**src/spc_pkg.sv**
```systemverilog
// Constants, address map and state type for the shared port pin control block.
// Assumes a single 10 MHz core clock and a core that issues port-setup writes as bus writes.
`default_nettype none

package spc_pkg;

  // ----------------------------------------------------------------
  // Bus widths and clock
  // ----------------------------------------------------------------
  localparam int ADDR_W = 5;
  localparam int DATA_W = 4;
  localparam int CLK_HZ = 10_000_000;

  // ----------------------------------------------------------------
  // Port-setup control words, addressed by control word number
  // ----------------------------------------------------------------
  localparam logic [ADDR_W-1:0] CW_ADC_CHAN = 5'h01;
  localparam logic [ADDR_W-1:0] CW_EDGE = 5'h03;
  localparam logic [ADDR_W-1:0] CW_DIR_K = 5'h04;
  localparam logic [ADDR_W-1:0] CW_DIR_L = 5'h05;
  localparam logic [ADDR_W-1:0] CW_DIR_M = 5'h06;
  localparam logic [ADDR_W-1:0] CW_ANA_H = 5'h07;
  localparam logic [ADDR_W-1:0] CW_ANA_I = 5'h08;

  // ----------------------------------------------------------------
  // Data, flag and command registers
  // ----------------------------------------------------------------
  localparam logic [ADDR_W-1:0] A_OD_DATA = 5'h10;
  localparam logic [ADDR_W-1:0] A_K_DATA = 5'h11;
  localparam logic [ADDR_W-1:0] A_L_DATA = 5'h12;
  localparam logic [ADDR_W-1:0] A_M_DATA = 5'h13;
  localparam logic [ADDR_W-1:0] A_H_IN = 5'h14;
  localparam logic [ADDR_W-1:0] A_I_IN = 5'h15;
  localparam logic [ADDR_W-1:0] A_K_IN = 5'h16;
  localparam logic [ADDR_W-1:0] A_L_IN = 5'h17;
  localparam logic [ADDR_W-1:0] A_M_IN = 5'h18;
  localparam logic [ADDR_W-1:0] A_FLAGS = 5'h19;
  localparam logic [ADDR_W-1:0] A_CNT_CTRL = 5'h1a;
  localparam logic [ADDR_W-1:0] A_CLK_STOP = 5'h1b;

  // ----------------------------------------------------------------
  // Field positions
  // ----------------------------------------------------------------
  localparam int FLAG_HOLD_EN = 0;
  localparam int FLAG_IRQ0_EN = 1;
  localparam int FLAG_IRQ1_EN = 2;
  localparam int FLAG_GLOBAL_EN = 3;
  localparam int CC_START_BIT = 2;
  localparam int STAT_DONE = 0;
  localparam int STAT_STOP = 1;
  localparam int STAT_HOLD_PIN = 2;
  localparam int STAT_HOLD_ACT = 3;
  localparam int EDGE_IRQ0 = 0;
  localparam int EDGE_IRQ1 = 1;
  localparam int CHAN_W = 3;
  localparam int SYNC_W = 23;

  // ----------------------------------------------------------------
  // Reset values
  // ----------------------------------------------------------------
  localparam logic [DATA_W-1:0] RST_DIR = 4'h0;
  localparam logic [DATA_W-1:0] RST_ANA = 4'h0;
  localparam logic [DATA_W-1:0] RST_OD = 4'hf;
  localparam logic [DATA_W-1:0] RST_DATA = 4'h0;
  localparam logic [DATA_W-1:0] RST_FLAGS = 4'h0;
  localparam logic [DATA_W-1:0] ALL_ONES = 4'hf;
  localparam logic [DATA_W-1:0] ALL_ZERO = 4'h0;
  localparam logic [1:0] RST_EDGE = 2'h0;
  localparam logic [CHAN_W-1:0] RST_CHAN = 3'h0;

  // ----------------------------------------------------------------
  // Clock-stop state machine
  // ----------------------------------------------------------------
  typedef enum logic [1:0] {
    SPC_ST_RUN = 2'b01,
    SPC_ST_STOP = 2'b10
  } spc_state_type;

endpackage

`default_nettype wire

```
**src/spc_sync.sv**
```systemverilog
// Two-stage synchroniser for the pin inputs of the shared port block.
// Assumes the inputs are asynchronous levels; only the second stage may be read.
`timescale 1ns/1ps
`default_nettype none

module spc_sync #(
  parameter int WIDTH = 1
) (
  input wire logic i_clk,
  input wire logic i_rst_b,
  input wire logic [WIDTH-1:0] i_async,
  output logic [WIDTH-1:0] o_sync
);

  logic [WIDTH-1:0] meta_ff;
  logic [WIDTH-1:0] sync_ff;
  logic [WIDTH-1:0] nxt_meta;
  logic [WIDTH-1:0] nxt_sync;

  always_comb begin
    nxt_meta = i_async;
    nxt_sync = meta_ff;
  end

  always_ff @(posedge i_clk) begin
    if (!i_rst_b) begin
      meta_ff <= '0;
      sync_ff <= '0;
    end else begin
      meta_ff <= nxt_meta;
      sync_ff <= nxt_sync;
    end
  end

  assign o_sync = sync_ff;

endmodule

`default_nettype wire

```
**src/spc_top.sv**
```systemverilog
// Pin control for the shared-function ports: clock stop, analog-shared inputs,
// open-drain outputs, interrupt-shared and plain bidirectional ports.
// Assumes one 10 MHz core clock, a core that writes control words and commands
// over the plain register port, and an external converter on the same clock.
`timescale 1ns/1ps
`default_nettype none

// Notes on behaviour
// Hold enabled and hold pin low block both oscillator inputs, float error output.
// Software sets hold enable, holds pin low, then issues clock stop.
// Clock-stop mode ends when the hold pin goes high.
// Control words 7 and 8 pick general or converter use per analog pin.
// Control word 1 selects the converter channel.
// Counter control with bit 2 set starts one conversion.
// Conversion-done flag sets when a conversion finishes.
// Reading a pin assigned to the converter returns low.
// Analog pins read low in clock stop; reset makes them general inputs.
// Open-drain port releases its transistors during clock stop.
// Reset leaves open-drain pins as outputs with transistors off.
// Interrupt-shared pins act as interrupt inputs once their enable is set.
// Software sets an interrupt pin to input before using it.
// An interrupt request also needs the global interrupt enable.
// Control word 3 picks edge: bit 1 second input, bit 0 first.
// Bidirectional pins choose direction per bit by port-setup writes.
// Bidirectional ports float and read low during clock stop.
// Reset makes every bidirectional pin an input.
// A port-setup write changes only the bits of its own control word.
module spc_top
  import spc_pkg::*;
(
  input wire logic I_REF_CLK,
  input wire logic I_RST_B,
  input wire logic [spc_pkg::ADDR_W-1:0] I_ADDR,
  input wire logic [spc_pkg::DATA_W-1:0] I_WDATA,
  input wire logic I_WR,
  input wire logic I_RD,
  output logic [spc_pkg::DATA_W-1:0] O_RDATA,
  input wire logic I_HOLD_B,
  input wire logic [3:0] I_ANALOG_SHARED_PORT_H,
  input wire logic [1:0] I_ANALOG_SHARED_PORT_I,
  input wire logic [3:0] I_OPEN_DRAIN_PORT,
  output logic [3:0] O_OPEN_DRAIN_PORT,
  output logic [3:0] O_OPEN_DRAIN_PORT_OE_B,
  input wire logic [3:0] I_IRQ_SHARED_PORT,
  output logic [3:0] O_IRQ_SHARED_PORT,
  output logic [3:0] O_IRQ_SHARED_PORT_OE_B,
  input wire logic [3:0] I_BIDIR_PORT_L,
  output logic [3:0] O_BIDIR_PORT_L,
  output logic [3:0] O_BIDIR_PORT_L_OE_B,
  input wire logic [3:0] I_BIDIR_PORT_M,
  output logic [3:0] O_BIDIR_PORT_M,
  output logic [3:0] O_BIDIR_PORT_M_OE_B,
  output logic O_OSC_INPUT_BLOCK,
  output logic O_PHASE_ERROR_OUTPUT_HIZ,
  output logic O_CLOCK_STOP,
  output logic [1:0] O_EXT_IRQ_REQ,
  output logic O_ADC_START,
  output logic [spc_pkg::CHAN_W-1:0] O_ADC_CHAN,
  output logic [5:0] O_ADC_PIN_SEL,
  input wire logic I_ADC_DONE
);

  import spc_pkg::*;

  // ----------------------------------------------------------------
  // Helpers
  // ----------------------------------------------------------------
  // Keeps a pin's digital level only where its input path is open.
  function automatic logic [DATA_W-1:0] gate_in(input logic [DATA_W-1:0] lvl,
                                                input logic [DATA_W-1:0] open_mask);
    gate_in = lvl & open_mask;
  endfunction

  function automatic logic wr_at(input logic wr, input logic [ADDR_W-1:0] addr,
                                 input logic [ADDR_W-1:0] target);
    wr_at = wr && (addr == target);
  endfunction

  // ----------------------------------------------------------------
  // Pin synchronisers
  // ----------------------------------------------------------------
  logic [SYNC_W-1:0] pins_s;
  logic hold_s;
  logic [3:0] h_s;
  logic [1:0] i_s;
  logic [3:0] od_s;
  logic [3:0] k_s;
  logic [3:0] l_s;
  logic [3:0] m_s;

  spc_sync #(.WIDTH(SYNC_W)) u_sync (
    .i_clk(I_REF_CLK),
    .i_rst_b(I_RST_B),
    .i_async({I_HOLD_B, I_ANALOG_SHARED_PORT_H, I_ANALOG_SHARED_PORT_I, I_OPEN_DRAIN_PORT,
              I_IRQ_SHARED_PORT, I_BIDIR_PORT_L, I_BIDIR_PORT_M}),
    .o_sync(pins_s)
  );

  assign {hold_s, h_s, i_s, od_s, k_s, l_s, m_s} = pins_s;

  // ----------------------------------------------------------------
  // Configuration registers
  // ----------------------------------------------------------------
  logic [CHAN_W-1:0] chan_ff, nxt_chan;
  logic [1:0] edge_ff, nxt_edge;
  logic [3:0] dir_k_ff, nxt_dir_k;
  logic [3:0] dir_l_ff, nxt_dir_l;
  logic [3:0] dir_m_ff, nxt_dir_m;
  logic [3:0] ana_h_ff, nxt_ana_h;
  logic [1:0] ana_i_ff, nxt_ana_i;
  logic [3:0] od_dat_ff, nxt_od_dat;
  logic [3:0] k_dat_ff, nxt_k_dat;
  logic [3:0] l_dat_ff, nxt_l_dat;
  logic [3:0] m_dat_ff, nxt_m_dat;
  logic [3:0] flags_ff, nxt_flags;

  // Each control word owns its own field; no write touches another one.
  always_comb begin
    nxt_chan = chan_ff;
    nxt_edge = edge_ff;
    nxt_dir_k = dir_k_ff;
    nxt_dir_l = dir_l_ff;
    nxt_dir_m = dir_m_ff;
    nxt_ana_h = ana_h_ff;
    nxt_ana_i = ana_i_ff;
    nxt_od_dat = od_dat_ff;
    nxt_k_dat = k_dat_ff;
    nxt_l_dat = l_dat_ff;
    nxt_m_dat = m_dat_ff;
    nxt_flags = flags_ff;
    if (I_WR) begin
      case (I_ADDR)
        CW_ADC_CHAN: nxt_chan = I_WDATA[CHAN_W-1:0];
        CW_EDGE: nxt_edge = I_WDATA[1:0];
        CW_DIR_K: nxt_dir_k = I_WDATA;
        CW_DIR_L: nxt_dir_l = I_WDATA;
        CW_DIR_M: nxt_dir_m = I_WDATA;
        CW_ANA_H: nxt_ana_h = I_WDATA;
        CW_ANA_I: nxt_ana_i = I_WDATA[1:0];
        A_OD_DATA: nxt_od_dat = I_WDATA;
        A_K_DATA: nxt_k_dat = I_WDATA;
        A_L_DATA: nxt_l_dat = I_WDATA;
        A_M_DATA: nxt_m_dat = I_WDATA;
        A_FLAGS: nxt_flags = I_WDATA;
        default: nxt_flags = flags_ff;
      endcase
    end
  end

  // Reset values make every pin a plain input and release the open drains.
  always_ff @(posedge I_REF_CLK) begin
    if (!I_RST_B) begin
      chan_ff <= RST_CHAN;
      edge_ff <= RST_EDGE;
      dir_k_ff <= RST_DIR;
      dir_l_ff <= RST_DIR;
      dir_m_ff <= RST_DIR;
      ana_h_ff <= RST_ANA;
      ana_i_ff <= RST_ANA[1:0];
      od_dat_ff <= RST_OD;
      k_dat_ff <= RST_DATA;
      l_dat_ff <= RST_DATA;
      m_dat_ff <= RST_DATA;
      flags_ff <= RST_FLAGS;
    end else begin
      chan_ff <= nxt_chan;
      edge_ff <= nxt_edge;
      dir_k_ff <= nxt_dir_k;
      dir_l_ff <= nxt_dir_l;
      dir_m_ff <= nxt_dir_m;
      ana_h_ff <= nxt_ana_h;
      ana_i_ff <= nxt_ana_i;
      od_dat_ff <= nxt_od_dat;
      k_dat_ff <= nxt_k_dat;
      l_dat_ff <= nxt_l_dat;
      m_dat_ff <= nxt_m_dat;
      flags_ff <= nxt_flags;
    end
  end

  // ----------------------------------------------------------------
  // Clock stop, conversion control and interrupt edges
  // ----------------------------------------------------------------
  spc_state_type state_ff, nxt_state;
  logic done_ff, nxt_done;
  logic [1:0] irq_prev_ff, nxt_irq_prev;
  logic hold_act;
  logic start_cmd;
  logic [1:0] irq_lvl;
  logic [1:0] irq_edge;
  logic [1:0] irq_en;
  logic in_stop;

  assign in_stop = (state_ff == SPC_ST_STOP);
  assign hold_act = flags_ff[FLAG_HOLD_EN] && !hold_s;
  assign start_cmd = wr_at(I_WR, I_ADDR, A_CNT_CTRL) && I_WDATA[CC_START_BIT];
  assign irq_en = {flags_ff[FLAG_IRQ1_EN], flags_ff[FLAG_IRQ0_EN]};
  // The previous level keeps tracking the pin in clock stop, so leaving it makes no false edge.
  assign irq_lvl = k_s[1:0];

  // An edge select of 0 takes rising edges and 1 takes falling edges; none count in stop.
  always_comb begin
    for (int n = 0; n < 2; n++) begin
      irq_edge[n] = !in_stop && (edge_ff[n] ? (irq_prev_ff[n] && !irq_lvl[n])
                                             : (!irq_prev_ff[n] && irq_lvl[n]));
    end
  end

  always_comb begin
    nxt_state = state_ff;
    case (state_ff)
      SPC_ST_RUN: begin
        // The stop command alone does nothing unless hold is already active.
        if (wr_at(I_WR, I_ADDR, A_CLK_STOP) && hold_act) begin
          nxt_state = SPC_ST_STOP;
        end
      end
      SPC_ST_STOP: begin
        if (hold_s) begin
          nxt_state = SPC_ST_RUN;
        end
      end
      default: nxt_state = SPC_ST_RUN;
    endcase
    // A finishing conversion beats the clear done by a new start.
    nxt_done = done_ff;
    if (start_cmd) begin
      nxt_done = 1'b0;
    end
    if (I_ADC_DONE) begin
      nxt_done = 1'b1;
    end
    nxt_irq_prev = irq_lvl;
  end

  always_ff @(posedge I_REF_CLK) begin
    if (!I_RST_B) begin
      state_ff <= SPC_ST_RUN;
      done_ff <= 1'b0;
      irq_prev_ff <= 2'b00;
    end else begin
      state_ff <= nxt_state;
      done_ff <= nxt_done;
      irq_prev_ff <= nxt_irq_prev;
    end
  end

  // ----------------------------------------------------------------
  // Registered pin and core outputs
  // ----------------------------------------------------------------
  logic [3:0] od_oe_b_ff, nxt_od_oe_b;
  logic [3:0] k_oe_b_ff, nxt_k_oe_b;
  logic [3:0] l_oe_b_ff, nxt_l_oe_b;
  logic [3:0] m_oe_b_ff, nxt_m_oe_b;
  logic [3:0] rdata_ff, nxt_rdata;
  logic osc_blk_ff, nxt_osc_blk;
  logic stop_ff, nxt_stop;
  logic [1:0] irq_req_ff, nxt_irq_req;
  logic start_ff, nxt_start;
  logic [5:0] pin_sel_ff, nxt_pin_sel;
  logic [3:0] in_open;

  assign in_open = in_stop ? ALL_ZERO : ALL_ONES;

  always_comb begin
    // Open drain pulls low only for a zero bit, and never while stopped.
    nxt_od_oe_b = in_stop ? ALL_ONES : od_dat_ff;
    // Output enables are low where a bit is an output; all float in stop.
    nxt_k_oe_b = in_stop ? ALL_ONES : ~dir_k_ff;
    nxt_l_oe_b = in_stop ? ALL_ONES : ~dir_l_ff;
    nxt_m_oe_b = in_stop ? ALL_ONES : ~dir_m_ff;
    nxt_osc_blk = hold_act;
    nxt_stop = in_stop;
    // Requests need the pin enable and the global enable together.
    nxt_irq_req = irq_edge & irq_en & {2{flags_ff[FLAG_GLOBAL_EN]}};
    nxt_start = start_cmd;
    nxt_pin_sel = {ana_i_ff, ana_h_ff};
    nxt_rdata = ALL_ZERO;
    if (I_RD) begin
      case (I_ADDR)
        CW_ADC_CHAN: nxt_rdata = {1'b0, chan_ff};
        CW_EDGE: nxt_rdata = {2'b00, edge_ff};
        CW_DIR_K: nxt_rdata = dir_k_ff;
        CW_DIR_L: nxt_rdata = dir_l_ff;
        CW_DIR_M: nxt_rdata = dir_m_ff;
        CW_ANA_H: nxt_rdata = ana_h_ff;
        CW_ANA_I: nxt_rdata = {2'b00, ana_i_ff};
        A_OD_DATA: nxt_rdata = od_s;
        A_K_DATA: nxt_rdata = k_dat_ff;
        A_L_DATA: nxt_rdata = l_dat_ff;
        A_M_DATA: nxt_rdata = m_dat_ff;
        A_H_IN: nxt_rdata = gate_in(h_s, in_open & ~ana_h_ff);
        A_I_IN: nxt_rdata = gate_in({2'b00, i_s}, in_open & {2'b00, ~ana_i_ff});
        A_K_IN: nxt_rdata = gate_in(k_s, in_open);
        A_L_IN: nxt_rdata = gate_in(l_s, in_open);
        A_M_IN: nxt_rdata = gate_in(m_s, in_open);
        A_FLAGS: nxt_rdata = flags_ff;
        A_CNT_CTRL: nxt_rdata = {hold_act, hold_s, in_stop, done_ff};
        default: nxt_rdata = ALL_ZERO;
      endcase
    end
  end

  always_ff @(posedge I_REF_CLK) begin
    if (!I_RST_B) begin
      od_oe_b_ff <= ALL_ONES;
      k_oe_b_ff <= ALL_ONES;
      l_oe_b_ff <= ALL_ONES;
      m_oe_b_ff <= ALL_ONES;
      rdata_ff <= ALL_ZERO;
      osc_blk_ff <= 1'b0;
      stop_ff <= 1'b0;
      irq_req_ff <= 2'b00;
      start_ff <= 1'b0;
      pin_sel_ff <= 6'h00;
    end else begin
      od_oe_b_ff <= nxt_od_oe_b;
      k_oe_b_ff <= nxt_k_oe_b;
      l_oe_b_ff <= nxt_l_oe_b;
      m_oe_b_ff <= nxt_m_oe_b;
      rdata_ff <= nxt_rdata;
      osc_blk_ff <= nxt_osc_blk;
      stop_ff <= nxt_stop;
      irq_req_ff <= nxt_irq_req;
      start_ff <= nxt_start;
      pin_sel_ff <= nxt_pin_sel;
    end
  end

  // Drive levels are the data latches, except the open-drain level, which is fixed low; the pads drive only where enabled.
  assign O_OPEN_DRAIN_PORT = ALL_ZERO;
  assign O_OPEN_DRAIN_PORT_OE_B = od_oe_b_ff;
  assign O_IRQ_SHARED_PORT = k_dat_ff;
  assign O_IRQ_SHARED_PORT_OE_B = k_oe_b_ff;
  assign O_BIDIR_PORT_L = l_dat_ff;
  assign O_BIDIR_PORT_L_OE_B = l_oe_b_ff;
  assign O_BIDIR_PORT_M = m_dat_ff;
  assign O_BIDIR_PORT_M_OE_B = m_oe_b_ff;
  assign O_OSC_INPUT_BLOCK = osc_blk_ff;
  assign O_PHASE_ERROR_OUTPUT_HIZ = osc_blk_ff;
  assign O_CLOCK_STOP = stop_ff;
  assign O_EXT_IRQ_REQ = irq_req_ff;
  assign O_ADC_START = start_ff;
  assign O_ADC_CHAN = chan_ff;
  assign O_ADC_PIN_SEL = pin_sel_ff;
  assign O_RDATA = rdata_ff;

  // ----------------------------------------------------------------
  // Checks
  // ----------------------------------------------------------------
  property p_hold_block;
    @(posedge I_REF_CLK) disable iff (!I_RST_B)
      (flags_ff[FLAG_HOLD_EN] && !hold_s) |=> (O_OSC_INPUT_BLOCK && O_PHASE_ERROR_OUTPUT_HIZ);
  endproperty
  a_hold_block: assert property (p_hold_block)
    else $error("Hold active but oscillator inputs not blocked");

  property p_stop_exit;
    @(posedge I_REF_CLK) disable iff (!I_RST_B)
      (in_stop && hold_s) |=> (state_ff == SPC_ST_RUN) ##1 !O_CLOCK_STOP;
  endproperty
  a_stop_exit: assert property (p_stop_exit)
    else $error("Clock stop not left after hold pin went high");

  property p_ana_read_low;
    @(posedge I_REF_CLK) disable iff (!I_RST_B)
      (I_RD && I_ADDR == A_H_IN) |=> ((O_RDATA & $past(ana_h_ff)) == ALL_ZERO);
  endproperty
  a_ana_read_low: assert property (p_ana_read_low)
    else $error("Converter pin read back a high level");

  property p_od_release;
    @(posedge I_REF_CLK) disable iff (!I_RST_B)
      in_stop |=> (O_OPEN_DRAIN_PORT_OE_B == ALL_ONES);
  endproperty
  a_od_release: assert property (p_od_release)
    else $error("Open drain driven during clock stop");

  property p_bidir_float;
    @(posedge I_REF_CLK) disable iff (!I_RST_B)
      in_stop |=> (O_IRQ_SHARED_PORT_OE_B == ALL_ONES && O_BIDIR_PORT_L_OE_B == ALL_ONES
                   && O_BIDIR_PORT_M_OE_B == ALL_ONES);
  endproperty
  a_bidir_float: assert property (p_bidir_float)
    else $error("Bidirectional port driven during clock stop");

  property p_irq_gate;
    @(posedge I_REF_CLK) disable iff (!I_RST_B)
      (O_EXT_IRQ_REQ != 2'b00) |-> $past(flags_ff[FLAG_GLOBAL_EN]);
  endproperty
  a_irq_gate: assert property (p_irq_gate)
    else $error("Interrupt request without global enable");

  property p_adc_start;
    @(posedge I_REF_CLK) disable iff (!I_RST_B)
      start_cmd |=> (O_ADC_START && !done_ff) or (O_ADC_START && $past(I_ADC_DONE));
  endproperty
  a_adc_start: assert property (p_adc_start)
    else $error("Start command did not start a conversion");

  property p_done_set;
    @(posedge I_REF_CLK) disable iff (!I_RST_B)
      I_ADC_DONE |=> done_ff;
  endproperty
  a_done_set: assert property (p_done_set)
    else $error("Conversion done flag not set");

  property p_word_isolation;
    @(posedge I_REF_CLK) disable iff (!I_RST_B)
      wr_at(I_WR, I_ADDR, CW_DIR_L) |=> (dir_k_ff == $past(dir_k_ff)
                                         && ana_h_ff == $past(ana_h_ff));
  endproperty
  a_word_isolation: assert property (p_word_isolation)
    else $error("Control word write disturbed another field");

  property p_chan_sel;
    @(posedge I_REF_CLK) disable iff (!I_RST_B)
      wr_at(I_WR, I_ADDR, CW_ADC_CHAN) |=> (O_ADC_CHAN == $past(I_WDATA[CHAN_W-1:0]));
  endproperty
  a_chan_sel: assert property (p_chan_sel)
    else $error("Converter channel not taken from control word 1");

endmodule

`default_nettype wire

```
**config.mk**
```make
export PLATFORM = sky130hd
export DESIGN_NAME = spc_top
export DESIGN_NICKNAME = d
export VERILOG_FILES = /design/src/spc_pkg.sv /design/src/spc_sync.sv /design/src/spc_top.sv
export SDC_FILE = /design/constraint.sdc
export NUM_CORES = 1
export LEC_CHECK = 0
export ABC_AREA = 1
export BUFFER_PORTS_ARGS = -buffer_cell sky130_fd_sc_hd__buf_2
export CORE_ASPECT_RATIO = 1.5
export CORE_MARGIN = 5
export CORE_UTILIZATION = 49
export CTS_BUF_LIST = sky130_fd_sc_hd__clkbuf_8 sky130_fd_sc_hd__clkbuf_16
export DETAILED_ROUTE_END_ITERATION = 10
export PLACE_DENSITY = 0.71
export REMOVE_ABC_BUFFERS = 1
export SYNTH_ARGS = -nofsm -noshare
export SYNTH_HDL_FRONTEND = slang
export SYNTH_HIERARCHICAL = 1
export SYNTH_SLANG_ARGS = --single-unit
```
**constraint.sdc**
```tcl
create_clock -name I_REF_CLK -period 3.9 [get_ports I_REF_CLK]
set_clock_uncertainty 0.05 [all_clocks]
set_input_delay 0.585 -clock I_REF_CLK [delete_from_list [all_inputs] [get_ports I_REF_CLK]]
set_output_delay 0.585 -clock I_REF_CLK [all_outputs]
set_load 0.01 [all_outputs]
```
==> reports/results.ini, run 1 <==
[status]
status=finished clean

[routing]
post_drt_wl_per_cell_um=14.0
final_antenna_net_count=0
drt-total-wl_um=11700
drtPass1Iterations=7
dr.first_iter.drc_count=238
drc=0
vias=4092
via_per_inst=4.93

[sta]
finalSetupViolations=0
setup_tns_ns=0
min_period_over_period=0.546
rsz0062_at_grt=no
maxSlewHeadroom=0.482
maxSlewViolCount=0
min_period_ns=2.13
finalHoldViolCount=0
fmax_mhz=470
tightest_slew_ns=0.778

[worst_setup_path]
cp_slowest_cell=nor2_2
timing.rr.start=state_ff[0]
worstSetupEndpointType=register
reg2reg_depth=6
cp_max_fo=19
startpoint_type=input pin
worstSetupPathType=in2reg
r2r-end=O_OPEN_DRAIN_PORT_OE_B[0]
path_buf_inv=3
arrival_ns=2.38
slowest_delay_ns=0.75
reg2reg_setup_slack_ns=2.10
critPathRequiredTime_ns=4.15
path_cells=buf_2 -> clkinv_1 -> nor2_2 -> inv_1 -> or2_2
crit_family=simple AND/OR/NAND/NOR gates

[global_route]
overflow=0
grt_pass1_wl_um=18700
antenna_found_initial=0
first_global_vias=3902
grt_max_degree=86
grt_usage=0.204

[clock_network]
cts-root-buf=clkbuf_16
cts_buffers=17
cts_tree=built
clkSinkCount=125
cts-resized-gates=0
cts_hold_buf=0
cts_max_level=4
clk_latency_ns=0.41
post_cts_buffers=0
clk_path_buf_depth=2
cts.clk_slew.worst_paths_ns=0.05

[power_and_ir_drop]
power_w=0.00306
p_leak_nw=2.89
powerDensity_mw_per_mm2=532
vdd_drop_max_mv=0.356

[yosys]
ys_types=29
synth-seq-area-share=0.528
syn_area_mm2=0.00474
synth-seq-cells=125
synth_cells=624
syn_avg_cell_area_um2=7.59
yosysWarnings=6

[layout]
fillers=896
final_cell_mix=nand2_1, dfxtp_1, inv_1
multi_input_area_mm2=0.00171
areaGrowthSynthToFinish_pct=21.4
antenna-diode-count=0
seqCellArea_mm2=0.00250
drive_above_1_share=0.194
nets=739
final_common_cell=nand2_1

[floorplan]
start_util=0.495
die_area_mm2=0.0118
io_pins=88
core_mm2=0.00958
die_x_um=90.3
die_h_um=130
rows=44

[hold_path]
hold_depth=3
hold_path_class=in2reg
hold_end=u_sync/meta_ff[21]
min_from=I_ANALOG_SHARED_PORT_H[3]

[flow_run]
drv_cap=0

[placement]
portBuffers=83
place_congestion=0.942
dp_hpwl_um=8380

Yosys cell counts, drive strengths merged:
cell / n / area, um^2
a211oi: 1 / 7.51
a21oi: 39 / 195
buf: 18 / 136
clkbuf: 10 / 47.5
clkinv: 1 / 3.75
conb: 1 / 3.75
dfxtp: 125 / 2500
inv: 93 / 349
nand2: 175 / 662
nand3: 38 / 210
nand4: 18 / 119
nor2: 67 / 302
nor3: 2 / 10.0
nor3b: 1 / 7.51
o21a: 1 / 7.51
o21ai: 31 / 155
or2: 3 / 18.8
logic make-up after synthesis:
| family | share of synthesized area |
|---|---|
| other | 0.000792 |
| AO/OA/AOI/OAI | 0.0771 |
| AND/OR/NAND/NOR | 0.281 |
| buffers and inverters | 0.113 |
| flip-flops | 0.528 |
stage by stage:
step	area (um^2)	utilization	worst slack, ns	hold slack (ns)	instances
5_1_grt	5750	0.600	1.53	0.285	830
2_1_floorplan	4560	-	2.03	0.329	599
3_3_place_gp	5130	0.536	1.36	0.343	798
6_report	5750	0.600	1.77	0.300	830
3_5_place_dp	5130	0.536	1.33	0.345	798
4_1_cts	5750	0.600	1.77	0.286	830
power breakdown:
group          internal, W  total, W  switching [W]
Combinational    0.0000387  0.000133      0.0000948
Clock              0.00107   0.00161       0.000540
Sequential         0.00131   0.00132      0.0000119
Total              0.00241   0.00306       0.000647
worst max-delay path by stage:
| stage | from | slack (ns) | depth (start not counted) | to |
|---|---|---|---|---|
| floorplan | I_ADDR[1] | 2.03 | 9 | O_RDATA[2] |
| global placement | I_RST_B | 1.36 | 5 | O_OPEN_DRAIN_PORT_OE_B[1] |
| detailed placement | I_RST_B | 1.33 | 5 | O_OPEN_DRAIN_PORT_OE_B[0] |
| CTS | I_RST_B | 1.77 | 5 | O_OPEN_DRAIN_PORT_OE_B[0] |
| global route | I_ADDR[1] | 1.53 | 10 | O_RDATA[2] |
| finish | I_RST_B | 1.77 | 5 | O_OPEN_DRAIN_PORT_OE_B[0] |
cell type report:
type | count | area share
multi-input combinational | 380 | 0.297
inverter | 94 | 0.0613
tap | 115 | 0.0250
clock buffer | 21 | 0.0835
timing repair buffer | 84 | 0.0735
sequential | 125 | 0.435
clock inverter | 11 | 0.0244
layer usage:
layer,track usage,part of all wire
met1,0.214,0.38
met2,0.357,0.52
met3,0.0596,0.057
met4,0.133,0.050
met5,0,0
worst min-delay path, cell delays in order:
cell and delay, ns:
buf_2 0.07, nand2_1 0.04, inv_1 0.04
Power figures use the tool's default switching activity.
==> inputs of run 2 (changes only) <==
==> constraint.sdc (replaced) <==
create_clock -name I_REF_CLK -period 2.1 [get_ports I_REF_CLK]
set_clock_uncertainty 0.05 [all_clocks]
set_input_delay 0.315 -clock I_REF_CLK [delete_from_list [all_inputs] [get_ports I_REF_CLK]]
set_output_delay 0.315 -clock I_REF_CLK [all_outputs]
set_load 0.01 [all_outputs]
==> run 2 against run 1 <==
Sequential share of layout area about the same. Sequential power up 86%. Wire length up 7.1%.
==> reports/results.ini, run 2 (synthesized netlist as in run 1, its figures left out) <==
[routing]
via_per_inst=4.98  ; +1.1%
drtPass1Iterations=6  ; -1
drt-total-wl_um=12500  ; +7.1%
drc=0  ; unchanged
post_drt_wl_per_cell_um=15.0  ; +6.7%
final_antenna_net_count=0  ; unchanged
vias=4150  ; +1.4%
dr.first_iter.drc_count=253  ; +6.3%

[worst_setup_path]
startpoint_type=register
timing.rr.start=state_ff[0]
worstSetupPathType=reg2reg
arrival_ns=1.70  ; -0.68 ns
reg2reg_depth=6  ; unchanged
worstSetupEndpointType=register
cp_max_fo=6  ; -13
r2r-end=O_OPEN_DRAIN_PORT_OE_B[1]
critPathRequiredTime_ns=2.34  ; -1.81 ns
reg2reg_setup_slack_ns=0.64  ; -1.46 ns

[layout]
final_cell_mix=nand2_1, dfxtp_1, inv_1
final_common_cell=nand2_1
areaGrowthSynthToFinish_pct=21.4  ; about the same
nets=743  ; +0.54%
fillers=893  ; -0.33%
utilization=0.600  ; about the same
drive_above_1_share=0.198  ; +0.00337
antenna-diode-count=0  ; unchanged

[sta]
maxSlewHeadroom=0.581  ; +0.0992
rsz0062_at_grt=no
min_period_ns=1.46
fmax_mhz=686
finalSetupViolations=0  ; unchanged
maxSlewViolCount=0  ; unchanged
tightest_slew_ns=0.626  ; -0.151 ns
finalHoldViolCount=0  ; unchanged
setup_tns_ns=0  ; unchanged
min_period_over_period=0.694

[global_route]
grt_pass1_wl_um=20300  ; +8.5%
grt_max_degree=86  ; unchanged
first_global_vias=4225  ; +8.3%
overflow=0  ; unchanged
antenna_found_initial=0  ; unchanged
grt_usage=0.221  ; +0.0170

[clock_network]
clk_path_buf_depth=2  ; unchanged
clkSinkCount=125  ; unchanged
cts.clk_slew.worst_paths_ns=0.06  ; about the same
post_cts_buffers=0  ; unchanged
cts_max_level=4  ; unchanged
cts_buffers=17  ; unchanged
cts_tree=built
clk_latency_ns=0.40  ; about the same
cts-root-buf=clkbuf_16
cts_hold_buf=0  ; unchanged
cts-resized-gates=0  ; unchanged

[placement]
place_congestion=0.962  ; +2.1%
portBuffers=83  ; unchanged
dp_hpwl_um=9040  ; +7.9%

[flow_run]
drv_cap=0  ; unchanged

[hold_path]
hold_end=u_sync/meta_ff[21]
hold_depth=3  ; unchanged
hold_path_class=in2reg
min_from=I_ANALOG_SHARED_PORT_H[3]

[power_and_ir_drop]
p_leak_nw=2.89  ; about the same
powerDensity_mw_per_mm2=960  ; +80%
vdd_drop_max_mv=0.613  ; +72%

[floorplan]
io_pins=88  ; unchanged
die_x_um=90.3  ; unchanged
start_util=0.495  ; unchanged
rows=44  ; unchanged
die_area_mm2=0.0118  ; unchanged
die_h_um=130  ; unchanged
core_mm2=0.00958  ; unchanged

[status]
status=finished clean

run 2: cell types whose count changed in the layout (fill, tap and decap cells not counted):
cell and delta:
clkinv_2 +1, bufinv_16 -1, clkbuf_8 -2, clkinvlp_4 +1, buf_4 +3, buf_12 +1
run 2: critical path, stage by stage (launching register included):
cell,delay [ns]
dfxtp_1,0.30
inv_1,0.04
nand2_1,0.17
inv_1,0.16
nor2_2,0.24
inv_1,0.10
or2_2,0.28
run 2: cell type report:
cell class,count,area (um^2),share of cell area
Timing Repair Buffer,88,465,0.0810
Clock inverter,12,123,0.0213
Clock buffer,19,453,0.0788
Inverter,94,353,0.0614
Tap cell,115,144,0.0250
Multi-Input combinational cell,380,1710,0.297
Sequential cell,125,2500,0.435
run 2: where the power goes:
part / leakage (nW) / switching, W / internal [W]
sequential: 1.02 / 0.0000239 / 0.00243
clock: 0.278 / 0.00101 / 0.00179
combinational: 1.59 / 0.000183 / 0.0000787
run 2: how the worst max path moves through the flow:
stage	startpoint	end	depth (start not counted)
after global placement	I_ADDR[4]	O_RDATA[2]	9
after floorplan	I_ADDR[1]	O_RDATA[2]	9
final	state_ff[0]	O_OPEN_DRAIN_PORT_OE_B[1]	6
after detailed placement	I_ADDR[4]	ana_h_ff[1]	7
after global routing	state_ff[0]	O_RDATA[3]	10
after CTS	state_ff[0]	O_OPEN_DRAIN_PORT_OE_B[1]	6
run 2: through the flow:
step / worst slack, ns / total power [W] / instances / instance area (um^2) / hold slack [ns]
5_1_grt: 0.487 / 0.00571 / 833 / 5750 / 0.0325
4_1_cts: 0.652 / 0.00555 / 833 / 5750 / 0.0253
3_5_place_dp: 0.335 / 0.00277 / 802 / 5170 / 0.345
6_report: 0.643 / 0.00552 / 833 / 5750 / 0.0374
3_3_place_gp: 0.300 / 0.00276 / 802 / 5170 / 0.343
2_1_floorplan: 0.499 / 0.00262 / 599 / 4560 / 0.329
run 2: metal layers:
metal	global-route usage	vias to the layer above	wire, um
li1	-	2080	-
met1	0.226	1869	4520
met2	0.395	156	6490
met3	0.0521	45	740
met4	0.160	0	722
met5	0	-	0
